### src/adst_stream_if.sv
// Valid/ready word stream between the datapath and its output buffer.
// Assumes both ends run on the same core clock.
`default_nettype none

interface adst_stream_if #(parameter int W = 16);
  logic valid;
  logic ready;
  logic [W-1:0] data;
  modport src(output valid, output data, input ready);
  modport snk(input valid, input data, output ready);
endinterface

`default_nettype wire

### src/adst_fifo.sv
// Synchronous FIFO in flip-flops with valid/ready on both sides.
// Assumes the stream interface and a synchronous active-low reset.
`default_nettype none

module adst_fifo #(parameter int W = 16, parameter int D = 16)
(
  input wire logic core_clk,
  input wire logic nrst,
  adst_stream_if.snk fillS,
  adst_stream_if.src drainS
);
  localparam int AW = $clog2(D);
  localparam logic [AW:0] FULL_COUNT = (AW + 1)'(D);
  localparam logic [AW-1:0] LAST_PTR = AW'(D - 1);

  logic [W-1:0] mem [D];
  logic [AW-1:0] wrPtr_r;
  logic [AW-1:0] rdPtr_r;
  logic [AW:0] count_r;
  logic push;
  logic pop;

  assign fillS.ready = (count_r != FULL_COUNT);
  assign drainS.valid = (count_r != '0);
  assign drainS.data = mem[rdPtr_r];
  assign push = fillS.valid && fillS.ready;
  assign pop = drainS.valid && drainS.ready;

  always_ff @(posedge core_clk)
  begin
    if (push)
    begin
      mem[wrPtr_r] <= fillS.data;
    end
  end

  always_ff @(posedge core_clk)
  begin
    if (!nrst)
    begin
      wrPtr_r <= '0;
      rdPtr_r <= '0;
      count_r <= '0;
    end
    else
    begin
      if (push)
      begin
        wrPtr_r <= (wrPtr_r == LAST_PTR) ? '0 : wrPtr_r + 1'b1;
      end
      if (pop)
      begin
        rdPtr_r <= (rdPtr_r == LAST_PTR) ? '0 : rdPtr_r + 1'b1;
      end
      if (push && !pop)
      begin
        count_r <= count_r + 1'b1;
      end
      else if (pop && !push)
      begin
        count_r <= count_r - 1'b1;
      end
    end
  end

endmodule

`default_nettype wire

### src/flat_wrapper.sv
// flat-port wrapper written by rule: the top's interface ports become plain ports
module adst_fifo_flat 
#(parameter int W = 16, parameter int D = 16)
  (core_clk, nrst, fillS_valid, fillS_data, fillS_ready, drainS_valid, drainS_data, drainS_ready);
  adst_stream_if #(.W(W)) fillS_i ();
  adst_stream_if #(.W(W)) drainS_i ();
  input wire logic core_clk;
  input wire logic nrst;
  input wire logic [$bits(fillS_i.valid)-1:0] fillS_valid;
  input wire logic [$bits(fillS_i.data)-1:0] fillS_data;
  output wire logic [$bits(fillS_i.ready)-1:0] fillS_ready;
  output wire logic [$bits(drainS_i.valid)-1:0] drainS_valid;
  output wire logic [$bits(drainS_i.data)-1:0] drainS_data;
  input wire logic [$bits(drainS_i.ready)-1:0] drainS_ready;
  assign fillS_i.valid = fillS_valid;
  assign fillS_i.data = fillS_data;
  assign fillS_ready = fillS_i.ready;
  assign drainS_valid = drainS_i.valid;
  assign drainS_data = drainS_i.data;
  assign drainS_i.ready = drainS_ready;
  adst_fifo #(.W(W), .D(D)) u_core (.core_clk(core_clk), .nrst(nrst), .fillS(fillS_i), .drainS(drainS_i));
endmodule
### config.mk
export PLATFORM = sky130hd
export DESIGN_NAME = adst_fifo_flat
export DESIGN_NICKNAME = d
export VERILOG_FILES = /design/src/adst_stream_if.sv /design/src/adst_fifo.sv /design/src/flat_wrapper.sv
export SDC_FILE = /design/constraint.sdc
export NUM_CORES = 1
export LEC_CHECK = 0
export ABC_AREA = 1
export BUFFER_PORTS_ARGS = -buffer_cell sky130_fd_sc_hd__buf_2
export CAP_MARGIN = 25
export CORE_MARGIN = 2
export CORE_UTILIZATION = 45
export DETAILED_ROUTE_END_ITERATION = 10
export PLACE_DENSITY_LB_ADDON = 0.1
export RECOVER_POWER = 100
export SKIP_CTS_REPAIR_TIMING = 1
export SLEW_MARGIN = 20
export SYNTH_ARGS = -nofsm -noshare
export SYNTH_HDL_FRONTEND = slang
export SYNTH_SLANG_ARGS = --single-unit
export TNS_END_PERCENT = 1
### constraint.sdc
create_clock -name core_clk -period 6.3 [get_ports core_clk]
set_input_delay 1.26 -clock core_clk [delete_from_list [all_inputs] [get_ports core_clk]]
set_output_delay 1.26 -clock core_clk [all_outputs]
set_load 0.03 [all_outputs]
==> impl_results.md <==
* Outcome: finished with violations
* Failing checks: max-capacitance violations, max-slew violations
* Logic pwr share at between 20% and 30%
* Seq cells post-synth at approximately 270
* WL met2 at roughly 14000 um
* Bufs on Longest Clock Path at 3
* Measured slew at the worst slew-check pin at ~2.1 ns
* CP bufs+invs at 4
* Arrival @ worst endpoint at about 4.0 ns
* Sw Share at 32.8%
* Detailed-route DRC error count at 0
* Post-Route Utilization at between 50% and 60%
* Worst path depth at 8
* Root buffer cell: clkbuf_16
* Lkg Pwr at approximately 5.1 nW
* Slew headroom at -39.2%
* Starting Density at between 40% and 50%
* Reg2reg start: u_core.count_r[1]$_SDFFE_PN0P_
* Critical Path Fanout Max at 70
* Tot GR Track Use at around 22%
* Detailed-route via count at 7625
* Dpl cells at between 1000 and 1500
* DR top layer: met4
* Pint at between 3 and 4 mW
* # rows at just under 60
* Worst Reg-to-Reg Cells at 7
* Final net count at ~1200
* PortBufs at 37
* DR WL/cell at 19.6 um
* Core area at between 20000 and 30000 um2
* Cell family with most CP delay: buffers and inverters
* Post-Syn Instances at approximately 1100
* WL met1 at 13200 um
* Seq/Total Area, Yosys at approximately 69%
* Worst hold slack at about 0.52 ns
* Vias in the first global route at 7113
* Post-DP HPWL at ~16000 um
* CP endpoint kind: output port
* Worst R2R End: u_core.mem[4][7]$_DFFE_PP_
* Net Sw Power at 1.63 mW
* Inserted Clock Buffers at 30
* Post-place setup slack at 2.40 ns
* Max Cap Violations at 6
* First-pass GRT wire length at 43900 um
* Sink Count at 273
* Max Freq at between 150 and 200 MHz
* Setup Crit Path Kind: register to output port
* Hold Vio Cnt, Final at 0
* Largest net degree at the start of global routing at between 90 and 100
* Cell Area, Placed at between 10000 and 15000 um2
* Worst-skew pair later-pin latency at roughly 0.55 ns
* Final worst slack at roughly 1.1 ns
* Reg2reg setup slack at ~3.0 ns
* Die height at about 160 um
* Cell chain of the critical path: inv_4 > buf_16 > clkbuf_1 > o21ai_0 > nand3_1 > nand3_1 > nand2_1 > clkbuf_1
* Slowest cell delay on critical path at roughly 1.2 ns
* CTS tree: built
* Synth Warn # at 0
* Setup_tns at 0 ns
* Die area at between 20000 and 30000 um2
* I/O pins at 38
* Fill cells at approximately 2300
* Post-synth ARST share at 0%
* Final worst-path cycle share at 83.2%
* Worst setup SP type: register
* Clock skew at roughly 0.014 ns
* Synthesized area at between 10000 and 15000 um2
* DR WL met3 at between 1000 and 1500 um
* GPL Wtd Cong at between 0.7 and 0.8
* Clk pwr share at roughly a third
* CP required at around 5.0 ns
* Die W at approximately 160 um
* Fin crit period at around 5.2 ns
* RSZ-0062 raised after global routing: false
* Starting DRC count in detailed routing at 740
* Maximum vdd drop at 0.287 mV
* Routed vias/inst at approximately 5
* Routed WL at a little under 30000 um
* Final Non-Filler Cells at roughly 1500
* Number of synthesized flops with an enable pin at ~260
* Sequential power share at 42.9%
* Power Dens Cells at 386 nW/um2
* Pwr Total at 4.97 mW
* Endpoints failing setup at 0
* Final antenna-violating net count at 0
* Main synth FF type: edfxtp_1
* H-tree level count at 1
* Total gr overflow at 0
* Netlist cell types at 25
* Reg clk slew, reported paths at about 0.06 ns
* Hold WC Path Type: register to register
* Worst Setup EP: drainS_data[12]
* Share of cells above drive strength 1 at under 10%
* Cell area after layout at about 13000 um2
* Area grow syn2layout at 11.2%
* Critical Path Slowest Stage Cell: clkbuf_1
* Mapped Nets at 1126
* Final Slew Violations at about 170
* Drt first pass iters at 5
* Initial antenna violation count at 2
* Synth Area per Inst at ~11 um2
worst min path at each step:
stage                                   startpoint                        endpoint  slack, ns  depth (start not counted)
finish              u_core.rdPtr_r[1]$_SDFFE_PN0N_                        register       0.52                          2
global route        u_core.rdPtr_r[3]$_SDFFE_PN0N_  u_core.rdPtr_r[3]$_SDFFE_PN0N_       0.56                          2
CTS                 u_core.rdPtr_r[1]$_SDFFE_PN0N_                        register       0.52                          2
detailed placement  u_core.rdPtr_r[1]$_SDFFE_PN0N_                        register       0.52                          2
global placement    u_core.rdPtr_r[1]$_SDFFE_PN0N_                        register       0.52                          2
floorplan           u_core.rdPtr_r[3]$_SDFFE_PN0N_                        register       0.47                          2
cell families after synthesis:
logic type	after synthesis	share of synthesized area (%)
simple gates	639	22.3
flops	273	69.3
buf+inv	140	5.60
compound gates	29	1.30
fa+ha+maj	10	1.14
xor+xnor	5	0.378
layout by cell type (no fill, tap or decap), drive strengths merged:
master  Yosys  layout
ha          9       9
nor2       65      65
nand3     139     139
bufinv      0       1
a21oi       6       6
buf        43      16
clkinv      1      15
inv        86      87
clkbuf     10      80
nand2b      1       1
o21ai      21      21
nand4       2       2
diode       0       2
o211ai      2       2
xor2        5       5
dfxtp      17      17
or2         2       2
fa          1       1
edfxtp    256     256
nand2     430     430
per-layer routing:
layer,vias up,GRT usage (%)
met5,-,0
met2,195,34.9
met4,0,6.13
met3,39,3.16
met1,3681,32.3
li1,3710,-
sequential cells by signal (all words and copies together), names as in the netlist, named ones only:
register        cells
u_core.rdPtr_r      4
u_core.mem        256
u_core.count_r      5
u_core.wrPtr_r      4
power groups by stage:
stage,Sequential [mW],Clock [mW],Combinational [mW]
floorplan,2.13,0,0.945
global placement,2.17,0,1.24
detailed placement,2.17,0,1.24
CTS,2.13,1.64,1.25
global route,2.15,1.71,1.40
finish,2.14,1.60,1.23
final cells by class:
| cell class | count | area (um2) | area share (%) |
|---|---|---|---|
| Sequential cell | 273 | 8030 | 62.3 |
| Inverter | 87 | 329 | 2.55 |
| Clock inverter | 16 | 98.8 | 0.767 |
| Antenna cell | 2 | 5.00 | 0.0388 |
| Tap cell | 330 | 413 | 3.20 |
| Timing Repair Buffer | 60 | 282 | 2.18 |
| Multi-Input combinational cell | 683 | 2940 | 22.8 |
| Clock buffer | 36 | 795 | 6.16 |
tightest hold or removal path: stages (launching register included):
cell and delay (ns):
dfxtp_1 0.32, nor2_1 0.10, nor2_1 0.06
synth_stat cells, types with 5 or more instances:
library cell | count | share of area (%)
clkbuf_1 | 10 | 0.32
nand3_1 | 139 | 6.0
inv_1 | 83 | 2.7
ha_1 | 9 | 0.97
buf_2 | 22 | 0.95
nand2_1 | 430 | 14
a21oi_1 | 6 | 0.26
o21ai_0 | 17 | 0.73
nor2_1 | 65 | 2.1
edfxtp_1 | 256 | 66
buf_4 | 9 | 0.58
xor2_1 | 5 | 0.38
buf_6 | 8 | 0.78
dfxtp_1 | 17 | 2.9
(Power assumes the default switching activity.)
